### config.mk
export PLATFORM = sky130hd
export DESIGN_NAME = dfe_pipe
export DESIGN_NICKNAME = d
export VERILOG_FILES = /design/src/common/dfe_pkg.sv /design/src/design/dfe_pipe.sv /design/src/design/dfe_iq.sv
export SDC_FILE = /design/constraint.sdc
export NUM_CORES = 1
export LEC_CHECK = 0
export ABC_CLOCK_PERIOD_IN_PS = 14450
export BUFFER_PORTS_ARGS = -buffer_cell sky130_fd_sc_hd__buf_2
export CAP_MARGIN = 25
export CORE_MARGIN = 1
export CORE_UTILIZATION = 40
export CTS_CLUSTER_DIAMETER = 150
export DETAILED_ROUTE_END_ITERATION = 16
export GPL_TIMING_DRIVEN = 0
export PLACE_DENSITY_LB_ADDON = 0.08
export SLEW_MARGIN = 20
export SYNTH_ARGS = -nofsm -noshare
export SYNTH_HDL_FRONTEND = slang
export SYNTH_HIERARCHICAL = 1
export SYNTH_SLANG_ARGS = --single-unit
### constraint.sdc
create_clock -name I_CORE_CLK -period 14.45 [get_ports I_CORE_CLK]
set_input_delay 0.7225 -clock I_CORE_CLK [delete_from_list [all_inputs] [get_ports I_CORE_CLK]]
set_output_delay 0.7225 -clock I_CORE_CLK [all_outputs]
set_load 0.005 [all_outputs]
### src/common/dfe_pkg.sv
// Shared constants, types and decode helpers of the fetch/execute pipeline
// Behaviour
// - Prefetch path is two stages: address generation, then fetch cycle.
// - Address stage computes the next prefetch address every time it advances.
// - Fetch cycle stage requests the word on the local bus at that address.
// - First execute stage decodes and gathers address parts; second pass carries the operand read on the first pass.
// - Second execute stage forms operand address or executes, by pass.
// - FIFO queue decouples prefetch from execution so fetching runs ahead.
// - Instruction queue stores exactly three longwords.
// - Empty queue: fetched word goes straight into the execute pipeline if decode can load it, else it is queued.
// - Occupied queue: fetched words are queued until execution takes them.
// - Register-register and store instructions pass the execute stages once.
// - Loads and read-modify-writes pass twice: address and read, then complete.
package dfe_pkg;

  typedef logic [31:0] dfe_word_type;
  typedef logic [1:0] dfe_class_type;

  localparam int unsigned DFE_IQ_DEPTH = 3;
  localparam int unsigned DFE_RB_DEPTH = 2;
  localparam dfe_word_type DFE_RESET_ADDR = 32'h0000_0000;
  localparam dfe_word_type DFE_FETCH_STEP = 32'h0000_0004;
  localparam dfe_word_type DFE_ACC_RESET = 32'h0000_0000;

  // Instruction fields
  localparam int unsigned DFE_CLASS_MSB = 31;
  localparam int unsigned DFE_CLASS_LSB = 30;
  localparam int unsigned DFE_IMM_MSB = 15;
  localparam int unsigned DFE_IMM_LSB = 0;

  localparam dfe_class_type DFE_CLS_REG = 2'h0;
  localparam dfe_class_type DFE_CLS_STORE = 2'h1;
  localparam dfe_class_type DFE_CLS_LOAD = 2'h2;
  localparam dfe_class_type DFE_CLS_RMW = 2'h3;

  typedef enum logic [0:0] {
    DFE_FC_IDLE = 1'b0,
    DFE_FC_BUSY = 1'b1
  } dfe_fc_state_type;

  function automatic dfe_class_type dfe_class(input dfe_word_type insn);
    dfe_class = insn[DFE_CLASS_MSB:DFE_CLASS_LSB];
  endfunction : dfe_class

  // Loads and read-modify-writes need a second pass
  function automatic logic dfe_is_read(input dfe_word_type insn);
    dfe_is_read = insn[DFE_CLASS_MSB];
  endfunction : dfe_is_read

  function automatic dfe_word_type dfe_imm(input dfe_word_type insn);
    dfe_imm = {16'h0000, insn[DFE_IMM_MSB:DFE_IMM_LSB]};
  endfunction : dfe_imm

endpackage : dfe_pkg

### src/design/dfe_pipe.sv
// Decoupled prefetch and two-pass execute pipeline with result buffer
module dfe_pipe #(
  parameter int unsigned IQ_DEPTH = dfe_pkg::DFE_IQ_DEPTH
) (
  // Clock and reset
  input wire logic I_CORE_CLK,
  input wire logic I_SRST,
  // Instruction fetch bus
  output logic O_IBUS_REQ,
  output dfe_pkg::dfe_word_type O_IBUS_ADDR,
  input wire logic I_IBUS_ACK,
  input wire dfe_pkg::dfe_word_type I_IBUS_RDATA,
  // Operand bus
  output logic O_OBUS_REQ,
  output logic O_OBUS_WE,
  output dfe_pkg::dfe_word_type O_OBUS_ADDR,
  output dfe_pkg::dfe_word_type O_OBUS_WDATA,
  input wire logic I_OBUS_ACK,
  input wire dfe_pkg::dfe_word_type I_OBUS_RDATA,
  // Result stream
  output logic O_RES_VALID,
  output dfe_pkg::dfe_word_type O_RES_DATA,
  input wire logic I_RES_READY,
  // Status
  output dfe_pkg::dfe_word_type O_ACC
);
  import dfe_pkg::*;

  // Prefetch state
  dfe_fc_state_type fc_q, fc_d;
  dfe_word_type fa_q, fa_d;
  dfe_word_type fc_addr_q, fc_addr_d;
  // Decode/operand stage
  logic ds_valid_q, ds_valid_d;
  logic ds_pass2_q, ds_pass2_d;
  dfe_word_type ds_insn_q, ds_insn_d;
  dfe_word_type ds_rdata_q, ds_rdata_d;
  dfe_word_type ds_ea_q, ds_ea_d;
  // Address/execute stage
  logic ex_valid_q, ex_valid_d;
  logic ex_pass2_q, ex_pass2_d;
  dfe_word_type ex_insn_q, ex_insn_d;
  dfe_word_type ex_ea_q, ex_ea_d;
  dfe_word_type ex_val_q, ex_val_d;
  dfe_word_type acc_q, acc_d;
  // Result buffer
  dfe_word_type rb_q [DFE_RB_DEPTH];
  dfe_word_type rb_d [DFE_RB_DEPTH];
  logic [1:0] rb_cnt_q, rb_cnt_d;

  // Queue handshake
  logic iq_push, iq_ready, iq_pop, iq_valid;
  dfe_word_type iq_data;

  // Combinational pipeline controls
  dfe_class_type ex_cls, ds_cls;
  logic ex_bus, ex_we, ex_push, ex_done, ex_ret, ex_free;
  logic ds_adv, ds_block, ds_load, src_valid;
  logic rb_ready, rb_pop;
  dfe_word_type src_data;

  dfe_iq #(
    .W(32),
    .DEPTH(IQ_DEPTH)
  ) u_queue (
    .i_clk(I_CORE_CLK),
    .i_srst(I_SRST),
    .i_push(iq_push),
    .i_data(I_IBUS_RDATA),
    .o_ready(iq_ready),
    .i_pop(iq_pop),
    .o_valid(iq_valid),
    .o_data(iq_data)
  );

  assign O_IBUS_REQ = (fc_q == DFE_FC_BUSY);
  assign O_IBUS_ADDR = fc_addr_q;
  assign O_ACC = acc_q;
  assign O_RES_VALID = (rb_cnt_q != 2'h0);
  assign O_RES_DATA = rb_q[0];
  assign rb_ready = (rb_cnt_q != 2'h2);
  assign rb_pop = O_RES_VALID && I_RES_READY;

  always_comb begin
    ex_cls = dfe_class(ex_insn_q);
    ds_cls = dfe_class(ds_insn_q);
    // Bus needed for stores, first pass of reads, write-back of RMW
    ex_bus = ((ex_cls == DFE_CLS_STORE) || dfe_is_read(ex_insn_q))
      ? !ex_pass2_q : 1'b0;
    if ((ex_cls == DFE_CLS_RMW) && ex_pass2_q) begin
      ex_bus = 1'b1;
    end
    ex_we = (ex_cls == DFE_CLS_STORE) || ((ex_cls == DFE_CLS_RMW) && ex_pass2_q);
    ex_push = (ex_cls == DFE_CLS_REG) || (dfe_is_read(ex_insn_q) && ex_pass2_q);
    // Request only once the result has room, so an ack is never lost
    O_OBUS_REQ = ex_valid_q && ex_bus && (!ex_push || rb_ready);
    O_OBUS_WE = ex_we;
    O_OBUS_ADDR = ex_ea_q;
    O_OBUS_WDATA = ex_val_q;
    ex_done = ex_valid_q && (!ex_bus || (O_OBUS_REQ && I_OBUS_ACK))
      && (!ex_push || rb_ready);
    ex_ret = ex_done && dfe_is_read(ex_insn_q) && !ex_pass2_q;
    ex_free = !ex_valid_q || ex_done;
    ds_adv = ds_valid_q && ex_free;
    // A read in flight owns both stages until its second pass
    ds_block = (ex_valid_q && dfe_is_read(ex_insn_q) && !ex_pass2_q)
      || (ds_adv && dfe_is_read(ds_insn_q) && !ds_pass2_q);
    src_valid = iq_valid || (O_IBUS_REQ && I_IBUS_ACK);
    src_data = iq_valid ? iq_data : I_IBUS_RDATA;
    ds_load = src_valid && !ds_block && (!ds_valid_q || ds_adv);
    iq_pop = iq_valid && ds_load;
    iq_push = O_IBUS_REQ && I_IBUS_ACK && !(!iq_valid && ds_load);
  end

  always_comb begin
    fc_d = fc_q;
    fa_d = fa_q;
    fc_addr_d = fc_addr_q;
    case (fc_q)
      DFE_FC_IDLE: begin
        // Queue room covers the single word in flight
        if (iq_ready) begin
          fc_addr_d = fa_q;
          fa_d = fa_q + DFE_FETCH_STEP;
          fc_d = DFE_FC_BUSY;
        end
      end
      DFE_FC_BUSY: begin
        if (I_IBUS_ACK) begin
          fc_d = DFE_FC_IDLE;
        end
      end
      default: begin
        fc_d = DFE_FC_IDLE;
      end
    endcase
  end

  always_comb begin
    acc_d = acc_q;
    ex_valid_d = ex_valid_q && !ex_done;
    ex_pass2_d = ex_pass2_q;
    ex_insn_d = ex_insn_q;
    ex_ea_d = ex_ea_q;
    ex_val_d = ex_val_q;
    ds_valid_d = ds_valid_q && !ds_adv;
    ds_pass2_d = ds_pass2_q;
    ds_insn_d = ds_insn_q;
    ds_rdata_d = ds_rdata_q;
    ds_ea_d = ds_ea_q;
    // Commit of the execute stage
    if (ex_done && ((ex_cls == DFE_CLS_REG)
        || ((ex_cls == DFE_CLS_LOAD) && ex_pass2_q))) begin
      acc_d = ex_val_q;
    end
    // Second pass goes back through the decode stage
    if (ex_ret) begin
      ds_valid_d = 1'b1;
      ds_pass2_d = 1'b1;
      ds_insn_d = ex_insn_q;
      ds_rdata_d = I_OBUS_RDATA;
      ds_ea_d = ex_ea_q;
    end
    if (ds_adv) begin
      ex_valid_d = 1'b1;
      ex_pass2_d = ds_pass2_q;
      ex_insn_d = ds_insn_q;
      ex_ea_d = ds_pass2_q ? ds_ea_q : (dfe_imm(ds_insn_q) << 2);
      case (ds_cls)
        DFE_CLS_REG: ex_val_d = acc_d + dfe_imm(ds_insn_q);
        DFE_CLS_STORE: ex_val_d = acc_d;
        DFE_CLS_LOAD: ex_val_d = ds_rdata_q;
        DFE_CLS_RMW: ex_val_d = ds_rdata_q + acc_d;
        default: ex_val_d = acc_d;
      endcase
    end
    if (ds_load) begin
      ds_valid_d = 1'b1;
      ds_pass2_d = 1'b0;
      ds_insn_d = src_data;
    end
  end

  // Two-entry result buffer
  always_comb begin
    rb_d = rb_q;
    rb_cnt_d = rb_cnt_q;
    if (rb_pop) begin
      rb_d[0] = rb_q[1];
      rb_cnt_d = rb_cnt_d - 2'h1;
    end
    if (ex_done && ex_push) begin
      rb_d[rb_cnt_d[0]] = ex_val_q;
      rb_cnt_d = rb_cnt_d + 2'h1;
    end
  end

  always_ff @(posedge I_CORE_CLK) begin
    if (I_SRST) begin
      fc_q <= DFE_FC_IDLE;
      fa_q <= DFE_RESET_ADDR;
      fc_addr_q <= DFE_RESET_ADDR;
      ds_valid_q <= 1'b0;
      ds_pass2_q <= 1'b0;
      ds_insn_q <= '0;
      ds_rdata_q <= '0;
      ds_ea_q <= '0;
      ex_valid_q <= 1'b0;
      ex_pass2_q <= 1'b0;
      ex_insn_q <= '0;
      ex_ea_q <= '0;
      ex_val_q <= '0;
      acc_q <= DFE_ACC_RESET;
      rb_q[0] <= '0;
      rb_q[1] <= '0;
      rb_cnt_q <= 2'h0;
    end else begin
      fc_q <= fc_d;
      fa_q <= fa_d;
      fc_addr_q <= fc_addr_d;
      ds_valid_q <= ds_valid_d;
      ds_pass2_q <= ds_pass2_d;
      ds_insn_q <= ds_insn_d;
      ds_rdata_q <= ds_rdata_d;
      ds_ea_q <= ds_ea_d;
      ex_valid_q <= ex_valid_d;
      ex_pass2_q <= ex_pass2_d;
      ex_insn_q <= ex_insn_d;
      ex_ea_q <= ex_ea_d;
      ex_val_q <= ex_val_d;
      acc_q <= acc_d;
      rb_q <= rb_d;
      rb_cnt_q <= rb_cnt_d;
    end
  end

endmodule : dfe_pipe

### src/design/dfe_iq.sv
// Instruction queue storage: small FIFO with head word held in registers
module dfe_iq #(
  parameter int unsigned W = 32,
  parameter int unsigned DEPTH = 3
) (
  // Clock and reset
  input wire logic i_clk,
  input wire logic i_srst,
  // Fill side
  input wire logic i_push,
  input wire logic [W-1:0] i_data,
  output logic o_ready,
  // Drain side
  input wire logic i_pop,
  output logic o_valid,
  output logic [W-1:0] o_data
);
  localparam int unsigned PW = (DEPTH > 1) ? $clog2(DEPTH) : 1;
  localparam int unsigned CW = $clog2(DEPTH + 1);

  logic [W-1:0] mem_q [DEPTH];
  logic [PW-1:0] wr_q, wr_d, rd_q, rd_d;
  logic [CW-1:0] cnt_q, cnt_d;
  logic do_push, do_pop;

  assign o_ready = (cnt_q != CW'(DEPTH));
  assign o_valid = (cnt_q != '0);
  assign o_data = mem_q[rd_q];
  assign do_push = i_push && o_ready;
  assign do_pop = i_pop && o_valid;

  always_comb begin
    wr_d = wr_q;
    rd_d = rd_q;
    cnt_d = cnt_q;
    if (do_push) begin
      wr_d = (wr_q == PW'(DEPTH - 1)) ? '0 : wr_q + 1'b1;
    end
    if (do_pop) begin
      rd_d = (rd_q == PW'(DEPTH - 1)) ? '0 : rd_q + 1'b1;
    end
    if (do_push && !do_pop) begin
      cnt_d = cnt_q + 1'b1;
    end else if (do_pop && !do_push) begin
      cnt_d = cnt_q - 1'b1;
    end
  end

  always_ff @(posedge i_clk) begin
    if (i_srst) begin
      wr_q <= '0;
      rd_q <= '0;
      cnt_q <= '0;
    end else begin
      wr_q <= wr_d;
      rd_q <= rd_d;
      cnt_q <= cnt_d;
    end
  end

  // Storage needs no reset: empty count masks stale words
  always_ff @(posedge i_clk) begin
    if (do_push) begin
      mem_q[wr_q] <= i_data;
    end
  end

endmodule : dfe_iq

==> results_tabular.tex, run 1 <==
\begin{tabular}{lr}
\hline
Metric & Value \\
\hline
\multicolumn{2}{l}{\textbf{Outcome}} \\
\quad Outcome & finished, final reports clean \\
\multicolumn{2}{l}{\textbf{Global route}} \\
\quad Maximum number of pins on one net before global-route repair & 19 \\
\quad Gr ovfl total & 0 \\
\quad Via count of the first global-routing pass & 14840 \\
\quad First-pass GRT wire length & 88800 um \\
\quad Total GRT Usage & 26.0\% \\
\quad Number of antenna violations at the first check in global routing & 1 \\
\multicolumn{2}{l}{\textbf{Critical path}} \\
\quad Type of the setup path with the least slack & flop to flop \\
\quad Data required, critical path & 14.87 ns \\
\quad Nature of the critical path startpoint & flop \\
\quad Count of buffering cells on the critical path with inverters included & 2 \\
\quad Cell family with most CP delay & compound AO/OA/AOI/OAI gates \\
\quad FF-to-FF End & O\_OBUS\_WDATA[29] \\
\quad Max stage delay on crit path & 0.76 ns \\
\quad Number of cells traversed by the worst register-to-register path & 14 \\
\quad Launching point of the worst reg2reg path & rb\_cnt\_q[0] \\
\quad Maximum fanout encountered on the critical timing path & 10 \\
\quad Reg2Reg Setup Slack & 9.21 ns \\
\quad Endpoint type of the worst setup path & flop \\
\quad Crit-path cells & inv\_1 -> ha\_1 -> nor4\_4 -> buf\_2 -> mux2\_2 -> ha\_1 -> a21oi\_1 -> nor2\_1 -> o31ai\_2 -> a211oi\_2 -> o31ai\_2 -> a2111oi\_0 -> a311oi\_1 -> o41ai\_2 \\
\quad Arrival time of the worst setup path & 5.65 ns \\
\quad Worst-path cell with the longest stage delay & sky130\_fd\_sc\_hd\_\_nor4\_4 \\
\multicolumn{2}{l}{\textbf{Pwr}} \\
\quad Reg power frac & 41.8\% \\
\quad Internal portion of total power & 2040 uW \\
\quad Max rail drop VDD & 0.0716 mV \\
\quad Comb pwr share & 20.6\% \\
\quad Power per standard cell area & 141 nW/um2 \\
\quad Power spent charging and discharging nets & 935 uW \\
\quad Clock share of power & 37.6\% \\
\quad Static leakage power & 0.00827 uW \\
\quad Net switching fraction of the power & 31.4\% \\
\multicolumn{2}{l}{\textbf{Clock network}} \\
\quad Clk Latency, worst-skew pair & 0.59 ns \\
\quad Maximum count of clock buffers along a single path & 3 \\
\quad Worst-path clk slew & 0.06 ns \\
\quad Setup bufs post-CTS & 0 \\
\quad Post-cts gate resize count & 0 \\
\quad Sink count of the clock tree & 389 \\
\quad Number of hold-repair buffers added at the cts stage & 0 \\
\quad H-Tree Depth & 2 \\
\quad Clock Tree Root & sky130\_fd\_sc\_hd\_\_clkbuf\_16 \\
\quad CTS tree & done \\
\quad Inserted Clock Buffers & 44 \\
\multicolumn{2}{l}{\textbf{STA}} \\
\quad Final-report setup violation count & 0 \\
\quad Number of hold violations in the final report & 0 \\
\quad Max Slew Vio Count & 0 \\
\quad Final min period & 5.24 ns \\
\quad Final period util & 36.2\% \\
\quad Measured slew at the worst slew-check pin & 1.07 ns \\
\quad Unrepaired setup endpoints after global routing & false \\
\quad Setup TNS Final & 0 ns \\
\quad Final Skew & 0.0252 ns \\
\quad Worst slew margin relative to its limit & 28.7\% \\
\quad Maximum clock frequency & 0.191 GHz \\
\multicolumn{2}{l}{\textbf{Detailed routing}} \\
\quad Antenna Nets Post-Route & 0 \\
\quad Routed vias & 15412 \\
\quad Average via count per standard cell & 5.39 \\
\quad Wire length per cell & 20.6 um \\
\quad Drt pass-1 iters & 6 \\
\quad Number of DRC markers in iteration 0 & 1141 \\
\quad Total length of routed wires & 59000 um \\
\quad Remaining design rule violation count & 0 \\
\multicolumn{2}{l}{\textbf{Worst hold path}} \\
\quad Min-Delay Startpoint & I\_IBUS\_RDATA[14] \\
\quad Worst min-delay path category & input port to flop \\
\quad Number of cells traversed by the worst hold path & 1 \\
\quad End of the worst hold path & u\_queue/mem\_q[0][14] \\
\multicolumn{2}{l}{\textbf{Yosys}} \\
\quad Synthesis Warnings & 6 \\
\quad Synthesized area per cell & 9.01 um2 \\
\quad Mapped Cells & 1976 \\
\quad Post-Syn Area & 17800 um2 \\
\multicolumn{2}{l}{\textbf{Floorplan}} \\
\quad Die Y-Extent & 213 um \\
\quad Placeable core area & 43500 um2 \\
\quad Area of the die & 45300 um2 \\
\quad I/O pins & 233 \\
\quad Number of cell rows & 76 \\
\quad Width of the chip & 213 um \\
\quad Effective utilization at floorplan & 41.0\% \\
\multicolumn{2}{l}{\textbf{Place}} \\
\quad HPWL after DPL & 43500 um \\
\quad Placed insts & 2781 \\
\quad Count of input and output buffers & 216 \\
\quad Routability congestion estimate & 0.951 \\
\multicolumn{2}{l}{\textbf{Finish}} \\
\quad Share of layout cells above drive strength 1 & 18.2\% \\
\quad Area growth from synthesis to final layout & 18.5\% \\
\quad Top library cells by usage in the layout, fill and taps aside & sky130\_fd\_sc\_hd\_\_nand2\_1, sky130\_fd\_sc\_hd\_\_dfxtp\_1, sky130\_fd\_sc\_hd\_\_buf\_2 \\
\quad Most frequent standard cell in the layout excluding fill and tap cells & sky130\_fd\_sc\_hd\_\_nand2\_1 \\
\quad Post-Layout Cell Count & 2861 \\
\quad Final cell utilization of the core & 48.5\% \\
\quad Number of nets in the layout & 2352 \\
\multicolumn{2}{l}{\textbf{Flow run}} \\
\quad Max-cap violation count & 0 \\
\hline
\end{tabular}
[area by class of cell]
cell class | count | area, um2
clock inverter | 16 | 189
sequential | 389 | 8330
clock buffer | 63 | 1240
fill | 4297 | 22400
timing repair buffer | 219 | 1110
buffer | 172 | 807
tap | 585 | 732
multi-input combinational | 1387 | 8570
antenna | 1 | 2.50
inverter | 29 | 109
[layer usage]
metal / part of all wire, % / GRT usage [%]
met2: 47 / 43.3
met1: 44 / 33.7
met5: 0 / 0
met3: 5.7 / 4.25
met4: 3.5 / 9.95
[how the worst max path moves through the flow]
stage	start	to	slack (ns)	depth (start not counted)
after floorplan	rb_cnt_q[0]	O_OBUS_WDATA[30]	10.36	15
after global placement	rb_cnt_q[0]	O_OBUS_WDATA[29]	9.34	14
after detailed placement	rb_cnt_q[0]	O_OBUS_WDATA[29]	9.30	14
after CTS	rb_cnt_q[0]	O_OBUS_WDATA[29]	9.27	14
after global routing	rb_cnt_q[0]	O_OBUS_WDATA[29]	9.04	14
final	rb_cnt_q[0]	O_OBUS_WDATA[29]	9.21	14
[through the flow]
stage	setup WS (ns)	hold WS [ns]	instance area (um2)	total power, uW
after floorplan	10.36	0.436	17800	1620
after global placement	9.34	0.441	19600	1870
after detailed placement	9.30	0.447	19700	1880
after CTS	9.27	0.344	21100	3000
after global routing	9.04	0.361	21100	3110
final	9.21	0.362	21100	2980
[power groups by stage]
| stage | Combinational (uW) | Clock [uW] | Sequential [uW] |
|---|---|---|---|
| 6_report | 613 | 1120 | 1250 |
| 5_1_grt | 668 | 1180 | 1250 |
| 4_1_cts | 610 | 1140 | 1250 |
| 3_5_place_dp | 608 | 0 | 1270 |
| 3_3_place_gp | 602 | 0 | 1270 |
| 2_1_floorplan | 386 | 0 | 1230 |
[sequential cells by signal (all words and copies together) (netlist names), 30 cells and up, named ones only]
signal and flops:
O_OBUS_ADDR 32, ds_ea_q 32, O_OBUS_WDATA 32, fa_q 30
O_RES_DATA 32, ds_rdata_q 32, O_ACC 32, u_queue/mem_q 54
O_IBUS_ADDR 30
(Power assumes the default switching activity.)
==> inputs of run 2 (changes only) <==
--- a/config.mk
+++ b/config.mk
@@ -5,7 +5,7 @@
 export SDC_FILE = /design/constraint.sdc
 export NUM_CORES = 1
 export LEC_CHECK = 0
-export ABC_CLOCK_PERIOD_IN_PS = 14450
+export ABC_CLOCK_PERIOD_IN_PS = 5350
 export BUFFER_PORTS_ARGS = -buffer_cell sky130_fd_sc_hd__buf_2
 export CAP_MARGIN = 25
 export CORE_MARGIN = 1
==> constraint.sdc (replaced) <==
create_clock -name I_CORE_CLK -period 5.35 [get_ports I_CORE_CLK]
set_input_delay 0.2675 -clock I_CORE_CLK [delete_from_list [all_inputs] [get_ports I_CORE_CLK]]
set_output_delay 0.2675 -clock I_CORE_CLK [all_outputs]
set_load 0.005 [all_outputs]
==> results_tabular.tex, run 2 (synthesis results as in run 1) <==
\begin{tabular}{lr}
\hline
Metric & Value \\
\hline
\multicolumn{2}{l}{\textbf{Outcome}} \\
\quad Outcome & finished, final reports clean \\
\multicolumn{2}{l}{\textbf{Clock network}} \\
\quad Clk Latency, worst-skew pair & 0.59 ns (about the same) \\
\quad Worst-path clk slew & 0.06 ns (about the same) \\
\quad Post-cts gate resize count & 0 (unchanged) \\
\quad Clock Tree Root & sky130\_fd\_sc\_hd\_\_clkbuf\_16 \\
\quad Maximum count of clock buffers along a single path & 3 (unchanged) \\
\quad Inserted Clock Buffers & 44 (unchanged) \\
\quad H-Tree Depth & 2 (unchanged) \\
\quad Sink count of the clock tree & 389 (unchanged) \\
\quad CTS tree & done \\
\multicolumn{2}{l}{\textbf{Pwr}} \\
\quad Comb pwr share & 20.9\% (+0.3 points) \\
\quad Clock share of power & 37.4\% (-0.2 points) \\
\quad Net switching fraction of the power & 31.3\% (-0.073 points) \\
\quad Max rail drop VDD & 0.191 mV (+170\%) \\
\quad Internal portion of total power & 5540 uW (+170\%) \\
\quad Static leakage power & 0.00850 uW (+2.8\%) \\
\quad Power spent charging and discharging nets & 2530 uW (+170\%) \\
\quad Reg power frac & 41.7\% (about the same) \\
\quad Power per standard cell area & 373 nW/um2 (+160\%) \\
\multicolumn{2}{l}{\textbf{Finish}} \\
\quad Finished Cell Area & 21600 um2 (+2.6\%) \\
\quad Flip-flop count of the largest register after layout & 54 (unchanged) \\
\quad Area growth from synthesis to final layout & 21.6\% \\
\quad Most frequent standard cell in the layout excluding fill and tap cells & sky130\_fd\_sc\_hd\_\_nand2\_1 \\
\quad Share of layout cells above drive strength 1 & 17.9\% (-0.30 points) \\
\quad Top library cells by usage in the layout, fill and taps aside & sky130\_fd\_sc\_hd\_\_nand2\_1, sky130\_fd\_sc\_hd\_\_dfxtp\_1, sky130\_fd\_sc\_hd\_\_buf\_2 \\
\quad Number of nets in the layout & 2407 (+2.3\%) \\
\quad Largest reg by FF count & u\_queue/mem\_q \\
\quad Final-layout fill cell count & 4242 (-1.3\%) \\
\quad Final cell utilization of the core & 49.8\% (+1.2 points) \\
\multicolumn{2}{l}{\textbf{Detailed routing}} \\
\quad Antenna Nets Post-Route & 0 (unchanged) \\
\quad Remaining design rule violation count & 0 (unchanged) \\
\quad Average via count per standard cell & 5.36 (-0.57\%) \\
\quad Drt pass-1 iters & 5 (-1) \\
\quad Number of DRC markers in iteration 0 & 1024 (-10\%) \\
\quad Routed vias & 15619 (+1.3\%) \\
\quad Wire length per cell & 20.5 um (-0.70\%) \\
\quad Total length of routed wires & 59700 um (+1.2\%) \\
\multicolumn{2}{l}{\textbf{Floorplan}} \\
\quad Die Y-Extent & 213 um (unchanged) \\
\quad Width of the chip & 213 um (unchanged) \\
\quad Effective utilization at floorplan & 41.0\% (unchanged) \\
\quad Number of cell rows & 76 (unchanged) \\
\quad Area of the die & 45300 um2 (unchanged) \\
\quad I/O pins & 233 (unchanged) \\
\quad Placeable core area & 43500 um2 (unchanged) \\
\multicolumn{2}{l}{\textbf{STA}} \\
\quad Unrepaired setup endpoints after global routing & false \\
\quad Worst slew margin relative to its limit & 30.2\% (+1.6 points) \\
\quad Setup WS post-layout & 0.574 ns (-8.64 ns) \\
\quad Final min period & 4.78 ns (-0.460 ns) \\
\quad Final-report setup violation count & 0 (unchanged) \\
\quad Max Slew Vio Count & 0 (unchanged) \\
\quad Final period util & 89.3\% (+53 points) \\
\quad Maximum clock frequency & 0.209 GHz (+9.6\%) \\
\quad Setup TNS Final & 0 ns (unchanged) \\
\quad Measured slew at the worst slew-check pin & 1.05 ns (-0.0234 ns) \\
\quad Number of hold violations in the final report & 0 (unchanged) \\
\quad Final Skew & 0.0276 ns (+0.00232 ns) \\
\multicolumn{2}{l}{\textbf{Global route}} \\
\quad Maximum number of pins on one net before global-route repair & 19 (unchanged) \\
\quad Via count of the first global-routing pass & 15111 (+1.8\%) \\
\quad First-pass GRT wire length & 89800 um (+1.2\%) \\
\quad Number of antenna violations at the first check in global routing & 1 (unchanged) \\
\quad Gr ovfl total & 0 (unchanged) \\
\quad Total GRT Usage & 26.3\% (+0.25 points) \\
\multicolumn{2}{l}{\textbf{Place}} \\
\quad Placed instance area & 19700 um2 (unchanged) \\
\quad Routability congestion estimate & 0.951 (unchanged) \\
\quad Count of input and output buffers & 216 (unchanged) \\
\quad Worst setup timing slack at the placement stage & 0.199 ns (-9.10 ns) \\
\quad HPWL after DPL & 43500 um (unchanged) \\
\multicolumn{2}{l}{\textbf{Critical path}} \\
\quad Endpoint type of the worst setup path & flop \\
\quad Type of the setup path with the least slack & flop to flop \\
\quad Timing startpoint of the critical path & rb\_cnt\_q[0] \\
\quad Arrival time of the worst setup path & 5.20 ns (-0.45 ns) \\
\quad Maximum fanout encountered on the critical timing path & 10 (unchanged) \\
\quad Launching point of the worst reg2reg path & rb\_cnt\_q[0] \\
\quad Nature of the critical path startpoint & flop \\
\quad Data required, critical path & 5.77 ns (-9.10 ns) \\
\multicolumn{2}{l}{\textbf{Flow run}} \\
\quad Max-cap violation count & 0 (unchanged) \\
\multicolumn{2}{l}{\textbf{Worst hold path}} \\
\quad Worst min-delay path category & input port to flop \\
\quad Min-Delay Startpoint & I\_OBUS\_ACK \\
\hline
\end{tabular}
-- run 2: cell types whose count changed in the layout (fill, tap and decap cells not counted), sizes merged --
cell | before | now
dlygate4sd3 | 0 | 52
buf | 279 | 282
-- run 2: final timing paths --
kind | to | slack [ns] | cells past startpoint
worst max-delay path | O_OBUS_WDATA[29] | 0.57 | 15
worst min-delay path | ex_valid_q | 0.27 | 5
worst max register to register | O_OBUS_WDATA[29] | 0.57 | 15
worst min register to register | ds_ea_q[7] | 0.45 | 2
-- run 2: power by group through the flow --
| stage | clock network (uW) | registers, uW | logic, uW |
|---|---|---|---|
| 2_1_floorplan | 0 | 3320 | 1040 |
| 3_3_place_gp | 0 | 3420 | 1630 |
| 3_5_place_dp | 0 | 3430 | 1640 |
| 4_1_cts | 3080 | 3360 | 1680 |
| 5_1_grt | 3200 | 3380 | 1840 |
| 6_report | 3020 | 3370 | 1690 |
-- run 2: routing by layer --
layer,GRT usage [%],routed length [um]
met2,43.7,28000
met1,33.9,26400
met3,4.27,3070
met5,0,0
met4,10.3,2190
-- run 2: worst max-delay path, cell delays in order (launching register included) --
cell and delay, ns:
sky130_fd_sc_hd__dfxtp_1 0.36, sky130_fd_sc_hd__inv_1 0.10, sky130_fd_sc_hd__ha_1 0.33, sky130_fd_sc_hd__nor4_4 0.24
sky130_fd_sc_hd__buf_4 0.21, sky130_fd_sc_hd__buf_2 0.40, sky130_fd_sc_hd__mux2_2 0.44, sky130_fd_sc_hd__ha_1 0.34
sky130_fd_sc_hd__a21oi_1 0.27, sky130_fd_sc_hd__nor2_1 0.09, sky130_fd_sc_hd__o31ai_2 0.42, sky130_fd_sc_hd__a211oi_2 0.17
sky130_fd_sc_hd__o31ai_2 0.48, sky130_fd_sc_hd__a2111oi_0 0.19, sky130_fd_sc_hd__a311oi_1 0.45, sky130_fd_sc_hd__o41ai_2 0.10
-- run 2: area by class of cell --
cell class / instances / area [um2] / area share (%)
well taps: 585 / 732 / 3.38
repair buffers: 274 / 1650 / 7.65
multi-input cells: 1387 / 8570 / 39.6
inverters: 29 / 109 / 0.503
flip-flops and latches: 389 / 8330 / 38.5
clock inverters: 16 / 189 / 0.873
diodes: 1 / 2.50 / 0.0116
clock buffers: 63 / 1240 / 5.74
plain buffers: 172 / 807 / 3.73
-- run 2: what timing repair did --
item                                    CTS  global route
endpoints found under the hold margin    94             0
setup buffers                             0             3
endpoints found under the setup margin    0             1
hold buffers                             52             0
-- run 2: through the flow --
stage | power, uW | hold slack (ns) | std cells
floorplan | 4360 | 0.330 | 1977
global placement | 5050 | 0.441 | 2778
detailed placement | 5070 | 0.447 | 2781
CTS | 8120 | 0.234 | 2912
global route | 8420 | 0.322 | 2916
finish | 8070 | 0.265 | 2916
